--- src/logic/wdp_map.svh ---
// register offsets, field positions, reset values and timing counts of the watchdog
//
// Functional notes
// - protected mode counts the low-speed oscillator
// - protected: drop three LSBs, 4096-tick period
// - reload on reset, underflow, 00h/FFh refresh
// - auto-start bit 1: wait for start write
// - auto-start bit 0: count from reset release
// - protected counter ignores wait and bus hold
// - protected underflow always resets, never interrupts
// - protect clears osc-off, later ones ignored
// - protect forces underflow action to reset
// - protect blocks stop-mode request writes
// - watchdog interrupt is non-maskable
// - watchdog and osc-detect share one vector
// - detect flag set on interrupt, cleared by zero
// - unprotected, action bit 0: interrupt on underflow
// - unprotected counts CPU clock through prescaler
// - refresh leaves prescaler, only reset clears it
`ifndef WDP_MAP_SVH
`define WDP_MAP_SVH

// ----------------------------------------------------------------
// register byte offsets
// ----------------------------------------------------------------
`define WDP_REFRESH_OFS 8'h00
`define WDP_START_OFS 8'h04
`define WDP_PROTECT_OFS 8'h08
`define WDP_CLKMODE_OFS 8'h0C
`define WDP_PROCMODE_OFS 8'h10
`define WDP_DETECT_OFS 8'h14
`define WDP_IRQ_STS_OFS 8'h18
`define WDP_IRQ_MSK_OFS 8'h1C
`define WDP_COUNT_OFS 8'h20
`define WDP_PRESC_OFS 8'h24

// ----------------------------------------------------------------
// field positions
// ----------------------------------------------------------------
`define WDP_PROTECT_BIT 7
`define WDP_STOPREQ_BIT 0
`define WDP_OSCOFF_BIT 4
`define WDP_UFACT_BIT 2
`define WDP_OSCFLAG_BIT 2
`define WDP_WDTFLAG_BIT 3
`define WDP_PRESC_SEL_BIT 7
`define WDP_STS_WDT_BIT 0
`define WDP_STS_OSC_BIT 1

// ----------------------------------------------------------------
// values
// ----------------------------------------------------------------
`define WDP_REFRESH_FIRST 8'h00
`define WDP_REFRESH_SECOND 8'hFF
`define WDP_CNT_RELOAD 15'h7FFF
`define WDP_PROT_STEP 15'h0008
`define WDP_PRESC_SHORT 8'h10
`define WDP_PRESC_LONG 8'h80

// ----------------------------------------------------------------
// timing
// ----------------------------------------------------------------
`define WDP_SYS_PERIOD_NS 8
`define WDP_LSOSC_PERIOD_NS 8000
`define WDP_LSOSC_CYCLES (`WDP_LSOSC_PERIOD_NS / `WDP_SYS_PERIOD_NS)

`endif

--- src/logic/wdp_pkg.sv ---
// types of the watchdog block
package wdp_pkg;

	typedef struct packed {
		logic init_done;
		logic started;
		logic protect;
		logic osc_off;
		logic osc_run;
		logic stop_req;
		logic uf_act;
		logic presc_sel;
		logic [14:0] cnt;
		logic [7:0] presc;
		logic armed;
		logic wdt_flag;
		logic osc_flag;
		logic [1:0] sts;
		logic [1:0] msk;
		logic rst_pulse;
		logic irq;
		logic nmi;
	} wdp_state_t;

endpackage

--- src/logic/wdp_top.sv ---
// watchdog timer with count source protection, wishbone registers and interrupts
//
// Added by the designer: the register addresses and the Wishbone interface to the registers.
`timescale 1ns/1ps
`include "wdp_map.svh"
module wdp_top #(
	parameter int LSOSC_DIV = `WDP_LSOSC_CYCLES
) (
	input wire logic sys_clk,
	input wire logic nrst,
	input wire logic wb_cyc_i,
	input wire logic wb_stb_i,
	input wire logic wb_we_i,
	input wire logic [7:0] wb_adr_i,
	input wire logic [31:0] wb_dat_i,
	input wire logic [3:0] wb_sel_i,
	output logic wb_ack_o,
	output logic [31:0] wb_dat_o,
	input wire logic auto_start_option_bit,
	input wire logic protect_after_reset,
	input wire logic wait_mode,
	input wire logic bus_hold,
	input wire logic osc_stop_event,
	output logic wdt_reset_q,
	output logic wdt_nmi_q,
	output logic irq_q,
	output logic osc_off_q,
	output logic stop_mode_q,
	output logic lsosc_run_q
);

	// ----------------------------------------------------------------
	// state
	// ----------------------------------------------------------------
	wdp_pkg::wdp_state_t s_q;
	wdp_pkg::wdp_state_t s_d;

	logic wr_stb;
	logic [31:0] rd_data;
	logic ls_tick;
	logic [7:0] wbyte;
	logic [5:0] widx;

	assign wbyte = wb_dat_i[7:0];
	assign widx = wb_adr_i[7:2];

	// ----------------------------------------------------------------
	// bus slave
	// ----------------------------------------------------------------
	wdp_wb u_wb (
		.sys_clk(sys_clk),
		.nrst(nrst),
		.wb_cyc_i(wb_cyc_i),
		.wb_stb_i(wb_stb_i),
		.wb_we_i(wb_we_i),
		.wb_sel_i(wb_sel_i),
		.wb_ack_o(wb_ack_o),
		.wb_dat_o(wb_dat_o),
		.wr_stb(wr_stb),
		.rd_data(rd_data)
	);

	// ----------------------------------------------------------------
	// low-speed oscillator
	// ----------------------------------------------------------------
	// runs unless switched off; protection forces it on
	wdp_tick #(
		.DIV(LSOSC_DIV)
	) u_lsosc (
		.sys_clk(sys_clk),
		.nrst(nrst),
		.run(s_q.osc_run),
		.tick(ls_tick)
	);

	// ----------------------------------------------------------------
	// write decode
	// ----------------------------------------------------------------
	logic wr_refresh;
	logic wr_start;
	logic wr_protect;
	logic wr_clkmode;
	logic wr_procmode;
	logic wr_detect;
	logic wr_sts;
	logic wr_msk;
	logic wr_presc;

	assign wr_refresh = wr_stb & (widx == `WDP_REFRESH_OFS >> 2);
	assign wr_start = wr_stb & (widx == `WDP_START_OFS >> 2);
	assign wr_protect = wr_stb & (widx == `WDP_PROTECT_OFS >> 2);
	assign wr_clkmode = wr_stb & (widx == `WDP_CLKMODE_OFS >> 2);
	assign wr_procmode = wr_stb & (widx == `WDP_PROCMODE_OFS >> 2);
	assign wr_detect = wr_stb & (widx == `WDP_DETECT_OFS >> 2);
	assign wr_sts = wr_stb & (widx == `WDP_IRQ_STS_OFS >> 2);
	assign wr_msk = wr_stb & (widx == `WDP_IRQ_MSK_OFS >> 2);
	assign wr_presc = wr_stb & (widx == `WDP_PRESC_OFS >> 2);

	// ----------------------------------------------------------------
	// read mux
	// ----------------------------------------------------------------
	always_comb begin
		rd_data = 32'h00000000;
		unique case (wb_adr_i[7:2])
			`WDP_PROTECT_OFS >> 2: begin
				rd_data[`WDP_PROTECT_BIT] = s_q.protect;
			end
			`WDP_CLKMODE_OFS >> 2: begin
				rd_data[`WDP_STOPREQ_BIT] = s_q.stop_req;
				rd_data[`WDP_OSCOFF_BIT] = s_q.osc_off;
			end
			`WDP_PROCMODE_OFS >> 2: begin
				rd_data[`WDP_UFACT_BIT] = s_q.uf_act;
			end
			`WDP_DETECT_OFS >> 2: begin
				rd_data[`WDP_OSCFLAG_BIT] = s_q.osc_flag;
				rd_data[`WDP_WDTFLAG_BIT] = s_q.wdt_flag;
			end
			`WDP_IRQ_STS_OFS >> 2: begin
				rd_data[1:0] = s_q.sts;
			end
			`WDP_IRQ_MSK_OFS >> 2: begin
				rd_data[1:0] = s_q.msk;
			end
			`WDP_COUNT_OFS >> 2: begin
				rd_data[14:0] = s_q.cnt;
			end
			`WDP_PRESC_OFS >> 2: begin
				rd_data[`WDP_PRESC_SEL_BIT] = s_q.presc_sel;
			end
			// refresh, start and unmapped words read as zero
			default: begin
				rd_data = 32'h00000000;
			end
		endcase
	end

	// ----------------------------------------------------------------
	// next state
	// ----------------------------------------------------------------
	logic run_cnt;
	logic presc_tick;
	logic step;
	logic uf;
	logic refresh;
	logic uf_irq;
	logic [7:0] presc_div;

	always_comb begin
		s_d = s_q;
		presc_div = s_q.presc_sel ? `WDP_PRESC_LONG : `WDP_PRESC_SHORT;
		run_cnt = 1'b0;
		presc_tick = 1'b0;
		step = 1'b0;
		uf = 1'b0;
		refresh = 1'b0;
		uf_irq = 1'b0;

		// straps are caught on the first edge after reset release
		if (!s_q.init_done) begin
			s_d.init_done = 1'b1;
			s_d.started = ~auto_start_option_bit;
			s_d.protect = protect_after_reset;
		end

		// software start, any value
		if (wr_start) begin
			s_d.started = 1'b1;
		end

		// protection can only be set, never cleared by software
		if (wr_protect && wbyte[`WDP_PROTECT_BIT]) begin
			s_d.protect = 1'b1;
		end

		if (wr_clkmode) begin
			s_d.stop_req = wbyte[`WDP_STOPREQ_BIT];
			s_d.osc_off = wbyte[`WDP_OSCOFF_BIT];
		end
		if (wr_procmode) begin
			s_d.uf_act = wbyte[`WDP_UFACT_BIT];
		end
		if (wr_presc) begin
			s_d.presc_sel = wbyte[`WDP_PRESC_SEL_BIT];
		end
		if (wr_msk) begin
			s_d.msk = wbyte[1:0];
		end

		// protected mode pins down oscillator, stop mode and action
		if (s_d.protect) begin
			s_d.osc_off = 1'b0;
			s_d.stop_req = 1'b0;
			s_d.uf_act = 1'b1;
		end
		s_d.osc_run = ~s_d.osc_off;

		// refresh sequence: 00h arms, FFh right after it reloads
		if (wr_refresh) begin
			if (s_q.armed && wbyte == `WDP_REFRESH_SECOND) begin
				refresh = 1'b1;
			end
			s_d.armed = (wbyte == `WDP_REFRESH_FIRST);
		end

		// count source and stop conditions
		if (s_q.protect) begin
			run_cnt = s_q.started;
			step = run_cnt & ls_tick;
		end else begin
			run_cnt = s_q.started & ~wait_mode & ~bus_hold & ~s_q.stop_req;
			if (run_cnt) begin
				// prescaler kept across refreshes, cleared only by reset
				if (s_q.presc == presc_div - 8'h01) begin
					s_d.presc = 8'h00;
					presc_tick = 1'b1;
				end else begin
					s_d.presc = s_q.presc + 8'h01;
				end
			end
			step = presc_tick;
		end

		// decrement and underflow
		if (step) begin
			if (s_q.protect) begin
				uf = (s_q.cnt[14:3] == 12'h000);
				s_d.cnt = s_q.cnt - `WDP_PROT_STEP;
			end else begin
				uf = (s_q.cnt == 15'h0000);
				s_d.cnt = s_q.cnt - 15'h0001;
			end
		end
		if (uf || refresh) begin
			s_d.cnt = `WDP_CNT_RELOAD;
		end

		// underflow action
		s_d.rst_pulse = uf & (s_q.protect | s_q.uf_act);
		uf_irq = uf & ~s_q.protect & ~s_q.uf_act;

		// detect flags: a zero clears, a new event wins
		if (wr_detect) begin
			if (!wbyte[`WDP_WDTFLAG_BIT]) begin
				s_d.wdt_flag = 1'b0;
			end
			if (!wbyte[`WDP_OSCFLAG_BIT]) begin
				s_d.osc_flag = 1'b0;
			end
		end
		if (uf_irq) begin
			s_d.wdt_flag = 1'b1;
		end
		if (osc_stop_event) begin
			s_d.osc_flag = 1'b1;
		end

		// sticky status, write one to clear, set wins
		if (wr_sts) begin
			s_d.sts = s_q.sts & ~wbyte[1:0];
		end
		if (uf_irq) begin
			s_d.sts[`WDP_STS_WDT_BIT] = 1'b1;
		end
		if (osc_stop_event) begin
			s_d.sts[`WDP_STS_OSC_BIT] = 1'b1;
		end
		s_d.irq = |(s_d.sts & s_d.msk);

		// shared vector, no mask in its path
		s_d.nmi = s_d.wdt_flag | s_d.osc_flag;
	end

	// ----------------------------------------------------------------
	// registers
	// ----------------------------------------------------------------
	always_ff @(posedge sys_clk or negedge nrst) begin
		if (!nrst) begin
			s_q.init_done <= 1'b0;
			s_q.started <= 1'b0;
			s_q.protect <= 1'b0;
			s_q.osc_off <= 1'b0;
			s_q.osc_run <= 1'b1;
			s_q.stop_req <= 1'b0;
			s_q.uf_act <= 1'b0;
			s_q.presc_sel <= 1'b0;
			s_q.cnt <= `WDP_CNT_RELOAD;
			s_q.presc <= 8'h00;
			s_q.armed <= 1'b0;
			s_q.wdt_flag <= 1'b0;
			s_q.osc_flag <= 1'b0;
			s_q.sts <= 2'h0;
			s_q.msk <= 2'h0;
			s_q.rst_pulse <= 1'b0;
			s_q.irq <= 1'b0;
			s_q.nmi <= 1'b0;
		end else begin
			s_q <= s_d;
		end
	end

	// ----------------------------------------------------------------
	// outputs
	// ----------------------------------------------------------------
	assign wdt_reset_q = s_q.rst_pulse;
	assign wdt_nmi_q = s_q.nmi;
	assign irq_q = s_q.irq;
	assign osc_off_q = s_q.osc_off;
	assign stop_mode_q = s_q.stop_req;
	assign lsosc_run_q = s_q.osc_run;

endmodule // wdp_top

--- src/logic/wdp_tick.sv ---
// low-speed oscillator model: one tick per oscillator period while it runs
`timescale 1ns/1ps
module wdp_tick #(
	parameter int DIV = 1000
) (
	input wire logic sys_clk,
	input wire logic nrst,
	input wire logic run,
	output logic tick
);

	logic [15:0] div_q;
	logic tick_q;

	always_ff @(posedge sys_clk or negedge nrst) begin
		if (!nrst) begin
			div_q <= 16'h0000;
			tick_q <= 1'b0;
		end else if (!run) begin
			div_q <= 16'h0000;
			tick_q <= 1'b0;
		end else if (div_q == 16'(DIV - 1)) begin
			div_q <= 16'h0000;
			tick_q <= 1'b1;
		end else begin
			div_q <= div_q + 16'h0001;
			tick_q <= 1'b0;
		end
	end

	assign tick = tick_q;

endmodule // wdp_tick

--- src/logic/wdp_wb.sv ---
// classic wishbone slave front end: single-wait ack, registered read data
`timescale 1ns/1ps
module wdp_wb (
	input wire logic sys_clk,
	input wire logic nrst,
	input wire logic wb_cyc_i,
	input wire logic wb_stb_i,
	input wire logic wb_we_i,
	input wire logic [3:0] wb_sel_i,
	output logic wb_ack_o,
	output logic [31:0] wb_dat_o,
	output logic wr_stb,
	input wire logic [31:0] rd_data
);

	logic ack_q;
	logic [31:0] dat_q;
	logic req;

	// one request per cycle: the ack edge ends it
	assign req = wb_cyc_i & wb_stb_i & ~ack_q;
	assign wr_stb = req & wb_we_i & wb_sel_i[0];

	always_ff @(posedge sys_clk or negedge nrst) begin
		if (!nrst) begin
			ack_q <= 1'b0;
			dat_q <= 32'h00000000;
		end else begin
			ack_q <= req;
			if (req && !wb_we_i) begin
				dat_q <= rd_data;
			end
		end
	end

	assign wb_ack_o = ack_q;
	assign wb_dat_o = dat_q;

endmodule // wdp_wb

--- config.mk ---
export PLATFORM = sky130hd
export DESIGN_NAME = wdp_top
export DESIGN_NICKNAME = d
export VERILOG_FILES = /design/src/logic/wdp_pkg.sv /design/src/logic/wdp_top.sv /design/src/logic/wdp_tick.sv /design/src/logic/wdp_wb.sv
export VERILOG_INCLUDE_DIRS = /design/src /design/src/logic
export SDC_FILE = /design/constraint.sdc
export NUM_CORES = 1
export LEC_CHECK = 0
export BUFFER_PORTS_ARGS = -buffer_cell sky130_fd_sc_hd__buf_2
export CELL_PAD_IN_SITES_DETAIL_PLACEMENT = 0
export CELL_PAD_IN_SITES_GLOBAL_PLACEMENT = 1
export CORE_MARGIN = 10
export CORE_UTILIZATION = 41
export CTS_CLUSTER_DIAMETER = 60
export CTS_CLUSTER_SIZE = 40
export DETAILED_ROUTE_END_ITERATION = 8
export PLACE_DENSITY = 0.83
export SKIP_LAST_GASP = 1
export SYNTH_ARGS = -nofsm -noshare
export SYNTH_HDL_FRONTEND = slang
export SYNTH_SLANG_ARGS = --single-unit
--- constraint.sdc ---
create_clock -name sys_clk -period 2.3 [get_ports sys_clk]
set_clock_uncertainty 0.05 [all_clocks]
set_input_delay 0.46 -clock sys_clk [delete_from_list [all_inputs] [get_ports sys_clk]]
set_output_delay 0.46 -clock sys_clk [all_outputs]
set_load 0.01 [all_outputs]
==> run_results.csv <==
group,metric,value,unit
synth,yosysSeqAreaShare,0.473,
floorplan,dieWidth,118,um
place,io_buffer_count,46,
cells_and_area,layout-drive-gt1-share,0.282,
cells_and_area,utilization,0.512,
synth,yosys_warnings,0,
grt,grt_max_degree,75,
place,place_ws,-0.108,ns
drt,ant_nets,0,
worst_setup_path,arrival,2.46,ns
power_and_ir_drop,power.switching,800,uW
timing,relSlewSlack,0.635,
synth,yosysTopAreaCell,"dfrtp_1",
grt,grt_util_all_layers,0.136,
drt,dr.pass1.iters,4,
power_and_ir_drop,vdd_drop_max,375,uV
synth,synth_edf_count,0,
drt,top_layer_used,"met4",
drt,routedWlPerCell,15.0,um
timing,fmax,0.448,GHz
power_and_ir_drop,power_density,605,mW/mm^2
drt,wl_met3,603,um
clock_tree,cts_tree,"done",
floorplan,initial_core_util,0.424,
grt,grt_first_pass_wirelength,16.0,mm
synth,synth.most_common_cell,"dfrtp_1",
status,status,"complete, no violations",
clock_tree,htreeDepth,3,
synth,syn_avg_cell_area,9.84,sq um
power_and_ir_drop,combPwrFrac,0.135,
power_and_ir_drop,swShare,0.277,
cells_and_area,num-nets-final,547,
worst_setup_path,worstPathRequired,2.53,ns
drt,routed-via-count,3277,
timing,tightest_slew,0.543,ns
synth,synth_seq_cells,74,
timing,setup_viol_count_final,0,
power_and_ir_drop,power.share.clock,0.343,
grt,first_global_vias,3301,
clock_tree,cts_buffer_depth,2,
worst_setup_path,critPathBufInv,1,
drt,wl_met2,4.18,mm
worst_setup_path,crit_type,"reg -> reg",
clock_tree,clock_tree.root_cell,"clkbuf_8",
grt,grt_overflow,0,
synth,async_reset_ff_frac,1.00,
synth,synthDominantCellAreaShare,0.367,
cells_and_area,synthToLayoutAreaGrowth,20.8,%
worst_setup_path,cp_max_fo,9,
worst_setup_path,cp_slowest_cell,"or4_1",
synth,synthCells,402,
synth,ys_types,61,
grt,antenna_found_initial,0,
timing,fin_setup_tns,0,ns
timing,min_period_over_period,0.970,
timing,hold_viol,0,
clock_tree,clk_pin_slew,0.08,ns
worst_setup_path,r2r_setup_slack,0.07,ns
drt,wl_met1,4.46,mm
drt,drcViolationCount,0,
clock_tree,holdBufCountCts,0,
timing,rsz0062_at_grt,"true",
clock_tree,numCtsBuffers,9,
run,maxCapViolCount,0,
floorplan,design.die.area,0.0140,sq mm
drt,routed_wirelength,9.35,mm
cells_and_area,antenna_cells,0,
clock_tree,post_cts_buffers,0,
floorplan,rows,35,
synth,netlist_top_cells_count,"dfrtp_1 (58), nand2_1 (38), nor2_1 (38)",
clock_tree,ctsResizeCount,0,
drt,drt-initial-drc-count,146,
floorplan,die_height,118,um
power_and_ir_drop,leakage,2.14,nW
worst_setup_path,critPathCaptureType,"flop",
place,dpl.hpwl,7.13,mm
worst_setup_path,path_delay_family,"simple AND/OR/NAND/NOR gates",
worst_setup_path,slowest_delay,0.52,ns
power_and_ir_drop,seqPwrFrac,0.522,
floorplan,core_area,0.00933,sq mm
synth,synth_ff_type,"dfrtp_1",
min_path,hp-class,"in -> async",
worst_setup_path,worst_setup_path_start_kind,"flop",
timing,setup_slack,0.0696,ns
timing,slew_violations,0,
timing,layout_min_cycle_time,2.23,ns
place,gp_congestion,0.861,
floorplan,io_pins,93,
clock_tree,clock_latency,0.35,ns
synth,ys_top_cells_by_area,"dfrtp_1 (37%), dfstp_2 (11%), nand2_1 (3.6%)",
clock_tree,cts_sinks,74,
synth,synth.cell_area,0.00395,sq mm
drt,viasPerCell,5.27,
worst_setup_path,crit_chain,"nand4_1, or4_1, or2_0, buf_4, a2111oi_4, mux2_1",
power_and_ir_drop,p_int,2.09,mW
[cell families (layout without fill, tap and decap cells)]
kind of cell | count (synthesis) | after routing | synth area share
flops | 74 | 74 | 0.473
buf+inv | 39 | 114 | 0.0570
compound gates | 71 | 71 | 0.134
other cells | 2 | 18 | 0.00190
fa+ha+maj | 5 | 5 | 0.0158
mux | 13 | 13 | 0.0351
simple gates | 180 | 180 | 0.243
xor+xnor | 18 | 18 | 0.0399
[flip-flops by register name, summed over array words and instances, names as in the netlist]
name           flops
irq_q              1
lsosc_run_q        1
osc_off_q          1
s_q               35
stop_mode_q        1
u_lsosc.div_q     16
u_lsosc.tick       1
u_wb.wb_ack_o      1
u_wb.wb_dat_o     15
wdt_nmi_q          1
wdt_reset_q        1
[power groups by stage]
stage,logic (mW),registers [mW],clock network (mW)
after floorplan,0.253,1.52,0
after global placement,0.385,1.53,0
after detailed placement,0.391,1.53,0
after CTS,0.394,1.51,1.02
after global routing,0.451,1.53,1.09
final,0.391,1.51,0.990
[layout by cell type, fill, tap and decap left out, drive strengths merged, types with 5 or more instances in the layout]
master,count
buf,86
dfrtp,58
nand2,38
nor2,38
o21ai,25
nand3,19
conb,18
dfstp,16
nor3,13
inv,13
nand4,12
xor2,10
nor4,10
clkbuf,9
xnor2,8
nand2b,8
and3,7
o31ai,7
or3,7
mux2,7
mux2i,6
a21oi,6
or4,5
ha,5
clkinv,5
or2,5
[through the flow]
stage,hold slack [ns],area [sq um],cells,power (mW)
2_1_floorplan,0.114,4010,418,1.77
3_3_place_gp,0.410,4550,606,1.91
3_5_place_dp,0.416,4550,606,1.92
4_1_cts,0.0846,4740,622,2.92
5_1_grt,0.0874,4770,622,3.07
6_report,0.0741,4770,622,2.89
[layer usage]
metal,global-route usage,vias up
met1,0.174,1573
met2,0.206,91
met5,0,-
met4,0.0433,0
li1,-,1603
met3,0.0547,10
[cell type report]
class                   instances  area (sq um)
fillers                       891          4550
clock inverters                 7          67.6
well taps                     129           161
flip-flops and latches         74          1870
inverters                      12          45.0
clock buffers                   9           124
multi-input cells             305          1950
repair buffers                 86           556
[final timing paths]
kind / start / depth (start not counted) / to
worst max-delay path: s_q[9] / 6 / s_q[31]
worst min-delay path: nrst / 2 / s_q[13]
worst max register to register: s_q[9] / 6 / s_q[31]
worst min register to register: u_wb.wb_dat_o[6] / 2 / u_wb.wb_dat_o[6]
max in group asynchronous: nrst / 2 / s_q[19]
min in group sys_clk: osc_stop_event / 2 / s_q[7]
Power figures use the tool's default switching activity.
